<file path="src/timer_pkg.sv">
package timer_pkg;

  // Register addresses on the special-function register port
  localparam logic [7:0] ADDR_TIMER_CONTROL = 8'h88;
  localparam logic [7:0] ADDR_TIMER_MODE = 8'h89;
  localparam logic [7:0] ADDR_TIMER0_COUNT_LOW = 8'h8a;
  localparam logic [7:0] ADDR_TIMER1_COUNT_LOW = 8'h8b;
  localparam logic [7:0] ADDR_TIMER0_COUNT_HIGH = 8'h8c;
  localparam logic [7:0] ADDR_TIMER1_COUNT_HIGH = 8'h8d;
  localparam logic [7:0] ADDR_CLOCK_PRESCALE_CONTROL = 8'h8e;

  // Unimplemented locations read high
  localparam logic [7:0] UNMAPPED_READ = 8'hff;

  // Reset values
  localparam logic [7:0] RST_TIMER_CONTROL = 8'h00;
  localparam logic [7:0] RST_TIMER_MODE = 8'h00;
  localparam logic [7:0] RST_COUNT = 8'h00;
  localparam logic [7:0] RST_CLOCK_PRESCALE_CONTROL = 8'h00;
  localparam logic [3:0] RST_DIV = 4'h0;
  localparam logic [3:0] RST_PINS = 4'hf;
  localparam logic [7:0] RST_RDATA = 8'h00;

  // Clock prescale control field positions
  localparam int FAST_CLK1_BIT = 4;
  localparam int FAST_CLK0_BIT = 3;

  // Internal count clock dividers
  localparam int DIV_FAST = 4;
  localparam int DIV_SLOW = 12;

  // Pin vector positions after synchronisation
  localparam int PIN_T0 = 0;
  localparam int PIN_T1 = 1;
  localparam int PIN_EXT0 = 2;
  localparam int PIN_EXT1 = 3;
  localparam int NUM_PINS = 4;

  typedef enum logic [1:0] {
    MODE_13BIT,
    MODE_16BIT,
    MODE_RELOAD,
    MODE_SPLIT
  } mode_t;

  typedef struct packed {
    logic timer1_overflow_flag;
    logic timer1_run;
    logic timer0_overflow_flag;
    logic timer0_run;
    logic ext_irq1_flag;
    logic ext_irq1_type;
    logic ext_irq0_flag;
    logic ext_irq0_type;
  } timer_control_t;

  typedef struct packed {
    logic gate;
    logic count_sel;
    mode_t mode;
  } mode_half_t;

  typedef struct packed {
    mode_half_t t1;
    mode_half_t t0;
  } timer_mode_t;

  typedef struct packed {
    timer_control_t timer_control;
    timer_mode_t timer_mode;
    logic [7:0] timer0_count_low;
    logic [7:0] timer0_count_high;
    logic [7:0] timer1_count_low;
    logic [7:0] timer1_count_high;
    logic [7:0] clock_prescale_control;
    logic [3:0] div_cnt;
    logic [3:0] pin_prev;
    logic [7:0] rdata;
  } timer_state_t;

  localparam timer_state_t STATE_RESET = {RST_TIMER_CONTROL, RST_TIMER_MODE, RST_COUNT,
    RST_COUNT, RST_COUNT, RST_COUNT, RST_CLOCK_PRESCALE_CONTROL, RST_DIV, RST_PINS,
    RST_RDATA};

endpackage
</file>
<file path="src/dual_timer_counter_block.sv">
// What this block does
// - Timer 1 overflow sets flag; service clears
// - Timer 0 overflow sets flag; service clears
// - Run bit starts and stops each timer
// - Configured pin event sets external flag
// - Edge flag cleared on service; level follows
// - Type bit: one falling edge, zero low
// - Gate requires high interrupt pin to count
// - Counter select picks prescaled clock or fall
// - Mode 00: 8-bit count with 5-bit prescale
// - Mode 01: full 16-bit counter
// - Mode 10: low byte reloads from high
// - Mode 3 splits timer 0 in two
// - Timer 1 in mode 3 holds count
// - Fast clock bit picks divide 4 or 12
// - Timer 0 count readable as two bytes
// - Timer 1 count readable as two bytes
`timescale 1ns/1ps
module dual_timer_counter_block (
  input wire logic clk_in,              // System clock, 40 MHz
  input wire logic rst_b_in,            // Async reset, active low
  input wire logic [7:0] sfr_addr_in,   // Register address
  input wire logic sfr_wr_in,           // Write strobe
  input wire logic [7:0] sfr_wdata_in,  // Write data
  input wire logic sfr_rd_in,           // Read strobe
  output logic [7:0] sfr_rdata_out,     // Read data, one cycle later
  input wire logic t0_ack_in,           // Timer 0 service entered
  input wire logic t1_ack_in,           // Timer 1 service entered
  input wire logic ext0_ack_in,         // External 0 service vectored
  input wire logic ext1_ack_in,         // External 1 service vectored
  input wire logic t0_count_pin_in,     // Timer 0 count pin
  input wire logic t1_count_pin_in,     // Timer 1 count pin
  input wire logic ext_irq0_pin_in,     // External interrupt 0 pin
  input wire logic ext_irq1_pin_in,     // External interrupt 1 pin
  output logic timer0_irq_out,          // Timer 0 overflow flag
  output logic timer1_irq_out,          // Timer 1 overflow flag
  output logic ext0_irq_out,            // External 0 flag
  output logic ext1_irq_out             // External 1 flag
);
  import timer_pkg::*;

  timer_state_t st_r;
  timer_state_t st_nxt;
  logic [NUM_PINS-1:0] pin_s;
  logic [NUM_PINS-1:0] pin_fall;
  logic tick_fast;
  logic tick_slow;
  logic int_tick0;
  logic int_tick1;
  logic cnt0;
  logic cnt0_hi;
  logic cnt1;
  logic t0_set;
  logic t1_set;
  logic [16:0] step0;
  logic [16:0] step1;
  logic wr_ctl;
  logic wr_tl0;
  logic wr_th0;
  logic wr_tl1;
  logic wr_th1;

  // One step of a timer in modes 0 to 2; default is plain 8-bit low byte
  function automatic logic [16:0] timer_step(input mode_t m, input logic [7:0] tl,
                                             input logic [7:0] th);
    logic [8:0] hi;
    logic [16:0] r;
    hi = {1'b0, th} + 9'h001;
    r = {1'b0, th, tl};
    case (m)
      MODE_13BIT: begin
        if (tl[4:0] == 5'h1f) begin
          r = {hi[8], hi[7:0], tl[7:5], 5'h00};
        end else begin
          r = {1'b0, th, tl[7:5], 5'(tl[4:0] + 5'h01)};
        end
      end
      MODE_16BIT: begin
        r = {1'b0, th, tl} + 17'h0_0001;
      end
      MODE_RELOAD: begin
        if (tl == 8'hff) begin
          r = {1'b1, th, th};
        end else begin
          r = {1'b0, th, 8'(tl + 8'h01)};
        end
      end
      default: begin
        r = {&tl, th, 8'(tl + 8'h01)};
      end
    endcase
    return r;
  endfunction

  // Pins pass two flip-flops before any use
  pin_sync #(
    .WIDTH(NUM_PINS)
  ) pin_sync_inst (
    .clk_in(clk_in),
    .rst_b_in(rst_b_in),
    .pins_in({ext_irq1_pin_in, ext_irq0_pin_in, t1_count_pin_in, t0_count_pin_in}),
    .pins_out(pin_s)
  );

  // Falling edges seen on the synchronised levels
  assign pin_fall = st_r.pin_prev & ~pin_s;

  // Divide-by-4 and divide-by-12 enables from one modulo-12 counter
  assign tick_slow = (st_r.div_cnt == 4'(DIV_SLOW - 1));
  assign tick_fast = (st_r.div_cnt[1:0] == 2'(DIV_FAST - 1));
  assign int_tick0 = st_r.clock_prescale_control[FAST_CLK0_BIT] ? tick_fast : tick_slow;
  assign int_tick1 = st_r.clock_prescale_control[FAST_CLK1_BIT] ? tick_fast : tick_slow;

  // Count enables: run bit, gate against the interrupt pin, clock source
  assign cnt0 = st_r.timer_control.timer0_run
    && (!st_r.timer_mode.t0.gate || pin_s[PIN_EXT0])
    && (st_r.timer_mode.t0.count_sel ? pin_fall[PIN_T0] : int_tick0);
  assign cnt1 = st_r.timer_control.timer1_run
    && (!st_r.timer_mode.t1.gate || pin_s[PIN_EXT1])
    && (st_r.timer_mode.t1.count_sel ? pin_fall[PIN_T1] : int_tick1)
    && (st_r.timer_mode.t1.mode != MODE_SPLIT);
  // Split high byte is a timer only, run by timer 1's run bit
  assign cnt0_hi = (st_r.timer_mode.t0.mode == MODE_SPLIT)
    && st_r.timer_control.timer1_run && int_tick0;

  assign step0 = timer_step(st_r.timer_mode.t0.mode, st_r.timer0_count_low,
                            st_r.timer0_count_high);
  assign step1 = timer_step(st_r.timer_mode.t1.mode, st_r.timer1_count_low,
                            st_r.timer1_count_high);

  // Overflow events; split mode lends timer 1's flag to timer 0's high byte
  assign t0_set = cnt0 && step0[16];
  assign t1_set = (cnt1 && step1[16] && (st_r.timer_mode.t0.mode != MODE_SPLIT))
    || (cnt0_hi && (st_r.timer0_count_high == 8'hff));

  // Address decode of the write strobe
  assign wr_ctl = sfr_wr_in && (sfr_addr_in == ADDR_TIMER_CONTROL);
  assign wr_tl0 = sfr_wr_in && (sfr_addr_in == ADDR_TIMER0_COUNT_LOW);
  assign wr_th0 = sfr_wr_in && (sfr_addr_in == ADDR_TIMER0_COUNT_HIGH);
  assign wr_tl1 = sfr_wr_in && (sfr_addr_in == ADDR_TIMER1_COUNT_LOW);
  assign wr_th1 = sfr_wr_in && (sfr_addr_in == ADDR_TIMER1_COUNT_HIGH);

  // Next state: counting first, software writes override counts,
  // hardware flag sets win over both acknowledges and writes
  always_comb begin
    st_nxt = st_r;
    st_nxt.pin_prev = pin_s;
    st_nxt.div_cnt = tick_slow ? RST_DIV : 4'(st_r.div_cnt + 4'h1);
    if (cnt0) begin
      st_nxt.timer0_count_low = step0[7:0];
      if (st_r.timer_mode.t0.mode != MODE_SPLIT) begin
        st_nxt.timer0_count_high = step0[15:8];
      end
    end
    if (cnt0_hi) begin
      st_nxt.timer0_count_high = 8'(st_r.timer0_count_high + 8'h01);
    end
    if (cnt1) begin
      st_nxt.timer1_count_low = step1[7:0];
      st_nxt.timer1_count_high = step1[15:8];
    end
    if (t0_ack_in) begin
      st_nxt.timer_control.timer0_overflow_flag = 1'b0;
    end
    if (t1_ack_in) begin
      st_nxt.timer_control.timer1_overflow_flag = 1'b0;
    end
    if (ext0_ack_in && st_r.timer_control.ext_irq0_type) begin
      st_nxt.timer_control.ext_irq0_flag = 1'b0;
    end
    if (ext1_ack_in && st_r.timer_control.ext_irq1_type) begin
      st_nxt.timer_control.ext_irq1_flag = 1'b0;
    end
    if (sfr_wr_in) begin
      case (sfr_addr_in)
        ADDR_TIMER_CONTROL: st_nxt.timer_control = timer_control_t'(sfr_wdata_in);
        ADDR_TIMER_MODE: st_nxt.timer_mode = timer_mode_t'(sfr_wdata_in);
        ADDR_TIMER0_COUNT_LOW: st_nxt.timer0_count_low = sfr_wdata_in;
        ADDR_TIMER0_COUNT_HIGH: st_nxt.timer0_count_high = sfr_wdata_in;
        ADDR_TIMER1_COUNT_LOW: st_nxt.timer1_count_low = sfr_wdata_in;
        ADDR_TIMER1_COUNT_HIGH: st_nxt.timer1_count_high = sfr_wdata_in;
        ADDR_CLOCK_PRESCALE_CONTROL: st_nxt.clock_prescale_control = sfr_wdata_in;
        default: st_nxt.rdata = st_r.rdata;
      endcase
    end
    if (t0_set) begin
      st_nxt.timer_control.timer0_overflow_flag = 1'b1;
    end
    if (t1_set) begin
      st_nxt.timer_control.timer1_overflow_flag = 1'b1;
    end
    // Level mode ignores writes: the flag simply mirrors a low pin
    if (st_nxt.timer_control.ext_irq0_type) begin
      if (pin_fall[PIN_EXT0]) begin
        st_nxt.timer_control.ext_irq0_flag = 1'b1;
      end
    end else begin
      st_nxt.timer_control.ext_irq0_flag = !pin_s[PIN_EXT0];
    end
    if (st_nxt.timer_control.ext_irq1_type) begin
      if (pin_fall[PIN_EXT1]) begin
        st_nxt.timer_control.ext_irq1_flag = 1'b1;
      end
    end else begin
      st_nxt.timer_control.ext_irq1_flag = !pin_s[PIN_EXT1];
    end
    // Registered read; the value reflects state before this cycle's update
    if (sfr_rd_in) begin
      case (sfr_addr_in)
        ADDR_TIMER_CONTROL: st_nxt.rdata = st_r.timer_control;
        ADDR_TIMER_MODE: st_nxt.rdata = st_r.timer_mode;
        ADDR_TIMER0_COUNT_LOW: st_nxt.rdata = st_r.timer0_count_low;
        ADDR_TIMER0_COUNT_HIGH: st_nxt.rdata = st_r.timer0_count_high;
        ADDR_TIMER1_COUNT_LOW: st_nxt.rdata = st_r.timer1_count_low;
        ADDR_TIMER1_COUNT_HIGH: st_nxt.rdata = st_r.timer1_count_high;
        ADDR_CLOCK_PRESCALE_CONTROL: st_nxt.rdata = st_r.clock_prescale_control;
        default: st_nxt.rdata = UNMAPPED_READ;
      endcase
    end
  end

  // State register
  always_ff @(posedge clk_in or negedge rst_b_in) begin
    if (!rst_b_in) begin
      st_r <= STATE_RESET;
    end else begin
      st_r <= st_nxt;
    end
  end

  // Outputs straight from the read data and flag flip-flops
  assign sfr_rdata_out = st_r.rdata;
  assign timer0_irq_out = st_r.timer_control.timer0_overflow_flag;
  assign timer1_irq_out = st_r.timer_control.timer1_overflow_flag;
  assign ext0_irq_out = st_r.timer_control.ext_irq0_flag;
  assign ext1_irq_out = st_r.timer_control.ext_irq1_flag;
endmodule

</file>
<file path="src/pin_sync.sv">
`timescale 1ns/1ps
module pin_sync #(
  parameter int WIDTH = 4
) (
  input wire logic clk_in,               // System clock
  input wire logic rst_b_in,             // Async reset, active low
  input wire logic [WIDTH-1:0] pins_in,  // Asynchronous pin levels
  output logic [WIDTH-1:0] pins_out      // Synchronised pin levels
);

  typedef struct packed {
    logic [WIDTH-1:0] s1;
    logic [WIDTH-1:0] s2;
  } sync_t;

  sync_t st_r;
  sync_t st_nxt;

  // Two stages; only the second stage is read outside
  always_comb begin
    st_nxt = st_r;
    st_nxt.s1 = pins_in;
    st_nxt.s2 = st_r.s1;
  end

  // Pins idle high, so reset high avoids a false falling edge
  always_ff @(posedge clk_in or negedge rst_b_in) begin
    if (!rst_b_in) begin
      st_r <= '1;
    end else begin
      st_r <= st_nxt;
    end
  end

  assign pins_out = st_r.s2;

endmodule

</file>
<file path="config.mk">
export PLATFORM = sky130hd
export DESIGN_NAME = dual_timer_counter_block
export DESIGN_NICKNAME = d
export VERILOG_FILES = /design/src/timer_pkg.sv /design/src/dual_timer_counter_block.sv /design/src/pin_sync.sv
export SDC_FILE = /design/constraint.sdc
export NUM_CORES = 1
export LEC_CHECK = 0
export ABC_CLOCK_PERIOD_IN_PS = 5700
export BUFFER_PORTS_ARGS = -buffer_cell sky130_fd_sc_hd__clkbuf_2
export CELL_PAD_IN_SITES_DETAIL_PLACEMENT = 1
export CELL_PAD_IN_SITES_GLOBAL_PLACEMENT = 1
export CORE_MARGIN = 2
export CORE_UTILIZATION = 50
export CTS_CLUSTER_DIAMETER = 200
export DETAILED_ROUTE_END_ITERATION = 10
export HOLD_SLACK_MARGIN = 0.1
export PLACE_DENSITY_LB_ADDON = 0.1
export SKIP_CTS_REPAIR_TIMING = 1
export SYNTH_ARGS = -nofsm -noshare
export SYNTH_HDL_FRONTEND = slang
export SYNTH_HIERARCHICAL = 1
export SYNTH_SLANG_ARGS = --single-unit
</file>
<file path="constraint.sdc">
create_clock -name clk_in -period 5.7 [get_ports clk_in]
set_input_delay 0.57 -clock clk_in [delete_from_list [all_inputs] [get_ports clk_in]]
set_output_delay 0.57 -clock clk_in [all_outputs]
set_load 0.05 [all_outputs]
</file>
==> reports/metrics.csv <==
metric,value,unit
Slew headroom,22.3,%
Die Y,107,um
vias in the first global route,5272,
critical path peak fanout,8,
leading area contributor after synthesis,dfrtp_1,
Clock transition at path regs,80,ps
P per Cell Area,226,nW/um2
met3 Use GR,10.7,%
GRT Util Overall,36.0,%
DRT Pass-1 Iters,5,
DR iter-0 viols,521,
crit end category,flop,
critical path class,reg2reg,
sequential element share of the synthesized area,37.8,%
Least-Margin Pin Slew,1170,ps
Max Cap Viol,0,
Final Cycle Share,56.5,%
register bit total from synthesis,80,
Area Growth Syn to Fin,7.39,%
Die ar.,11500,um2
fin crit period,3220,ps
Place WS,2750,ps
share of the synthesized area in the top cell type,31.9,%
skew final,13.2,ps
M1 GR Usage,49.2,%
met2 usage,53.7,%
fin nets,650,
final setup margin,2480,ps
Vias per Instance,6.98,
Initial Utilization,51.7,%
# port buffers,39,
hold path depth,1,
antenna violations before repair,1,
final instance area,5730,um2
Worst Reg2Reg Path Length in Cells,9,
GRT overflow,0,
RSZ-0062 raised after global routing,no,
Lkg Pwr,2.27,nW
most frequent cells after synthesis,"dfrtp_1 (68), nor2_1 (51), nand2_1 (49), o21ai_0 (36), nand3_1 (29)",
CTS buffer count,9,
fraction of registers with async set/reset,100,%
synth unique cells,81,
fmax,0.310,GHz
endpoints failing setup,0,
die width,107,um
# clock sinks,80,
number of nets produced by synthesis,636,
Detailed Place HPWL,13.9,mm
Post-DRT Antenna Nets,0,
GP Congestion,0.933,
Post-Synthesis Cells,601,
Synth Flop Type,dfrtp_1,
Worst-Skew Late Latency,390,ps
Root Buffer,clkbuf_8,
synthesized cell area,5340,um2
reg2reg setup slack,2480,ps
largest net degree at the start of global routing,58,
final-report max-slew violation count,0,
Ant. Diodes,0,
CTS tree,built,
row count,37,
worst endpoint required time,6000,ps
CTS H-tree lvls,3,
setup TNS,0,ps
mean routed wirelength per cell,26.2,um
core area,10300,um2
ratio of cells with drive above 1 in the final layout,19.5,%
Placed Area,5520,um2
"Avg Cell Area, Syn",8.88,um2
most common cell in the netlist,dfrtp_1,
number of synthesized flops with an enable pin,0,
"Arr. time, crit path",3520,ps
maximum VDD drop,0.000138,V
top post-synthesis cells by area,"dfrtp_1 (32%), dfstp_2 (5.9%), mux2_2 (4.4%)",
status,"finished, final reports clean",
synth warn,6,
Post-route DRC,0,
Via Count,5276,
most used routing layer,met2,
Max Root-Sink Buffers,2,
I/O pins,40,
worst hold slack,263,ps
WL final,19.8,mm
Startpoint Class,flop,
first-pass GRT wire length,30.7,mm
Fin. Hold Viols,0,
fin util,55.5,%
HP Class,in2reg,
[cells in the final DEF, fill, tap and decap left out, types with 4 or more instances in the layout]
cell type / n
or3_1: 5
a21o_1: 4
xor2_1: 5
mux2i_1: 10
ha_1: 7
o31ai_1: 8
nand2_1: 49
nor3b_1: 4
clkbuf_8: 11
nor2b_1: 8
inv_1: 21
nand2b_1: 8
a41oi_1: 4
clkbuf_2: 38
o211ai_1: 4
a21oi_1: 27
nor3_1: 16
or4_1: 5
a31oi_1: 28
or2_2: 4
o21ai_0: 36
nand4_1: 8
o41ai_1: 4
nand3_1: 29
dfstp_2: 12
a22o_1: 5
nor2_1: 51
a221o_1: 4
a32o_1: 5
dfrtp_1: 68
mux2_2: 21
a31o_2: 4
a211oi_1: 6
a22oi_1: 4
o22ai_1: 6
and3_1: 6
nor3_2: 6
[critical path, cell delays in order, from the launching register on]
cell	delay, ps
dfrtp_1	490
ha_1	240
nand3_1	160
inv_1	180
ha_1	190
nor3b_1	660
o2111ai_1	300
a21oi_1	480
o21ai_0	210
a31oi_1	220
[layer usage]
layer	part of all wire (%)	vias up
li1	-	2303
met1	42	2633
met2	45	284
met3	9.2	56
met4	3.8	0
met5	0	-
[flip-flops by register name, indices dropped and copies added (netlist names)]
register                cells
st_r                       60
timer0_irq_out              1
pin_sync_inst/st_nxt        4
ext1_irq_out                1
pin_sync_inst/pins_out      4
ext0_irq_out                1
sfr_rdata_out               8
timer1_irq_out              1
[kinds of logic (layout without fill, tap and decap cells)]
logic type	count (synthesis)	in the layout	synth area share [%]
AO/OA/AOI/OAI	191	191	25.4
flip-flops	80	80	37.8
multiplexers	31	31	6.31
XOR/XNOR	8	8	1.31
buffers and inverters	60	79	5.21
adder cells (fa/ha/maj)	7	7	1.64
AND/OR/NAND/NOR	224	224	22.3
[report_power, final]
part	internal, mW	switching [mW]	leakage (nW)
logic	0.0644	0.113	1.26
registers	0.601	0.0681	0.913
clock network	0.227	0.219	0.0969
[metrics by stage]
step	total power, mW	cells
CTS	1.29	755
detailed placement	0.849	739
finish	1.29	756
global route	1.34	756
floorplan	0.762	601
global placement	0.839	739
[final timing paths]
path | start | end
worst max-delay path | st_r[48] | st_r[45]
worst min-delay path | t0_count_pin_in | pin_sync_inst/st_nxt[0]
worst max register to register | st_r[48] | st_r[45]
worst min register to register | pin_sync_inst/st_nxt[0] | pin_sync_inst/pins_out[0]
max in group asynchronous | rst_b_in | st_r[31]
min in group asynchronous | rst_b_in | st_r[56]
[cell type report]
class,instances,area [um2]
clock buffer,14,163
clock inverter,2,37.5
fill,1218,4590
inverter,21,78.8
multi-input combinational,461,3040
sequential,80,2020
tap,136,170
timing repair buffer,42,223
Power figures use the tool's default switching activity.
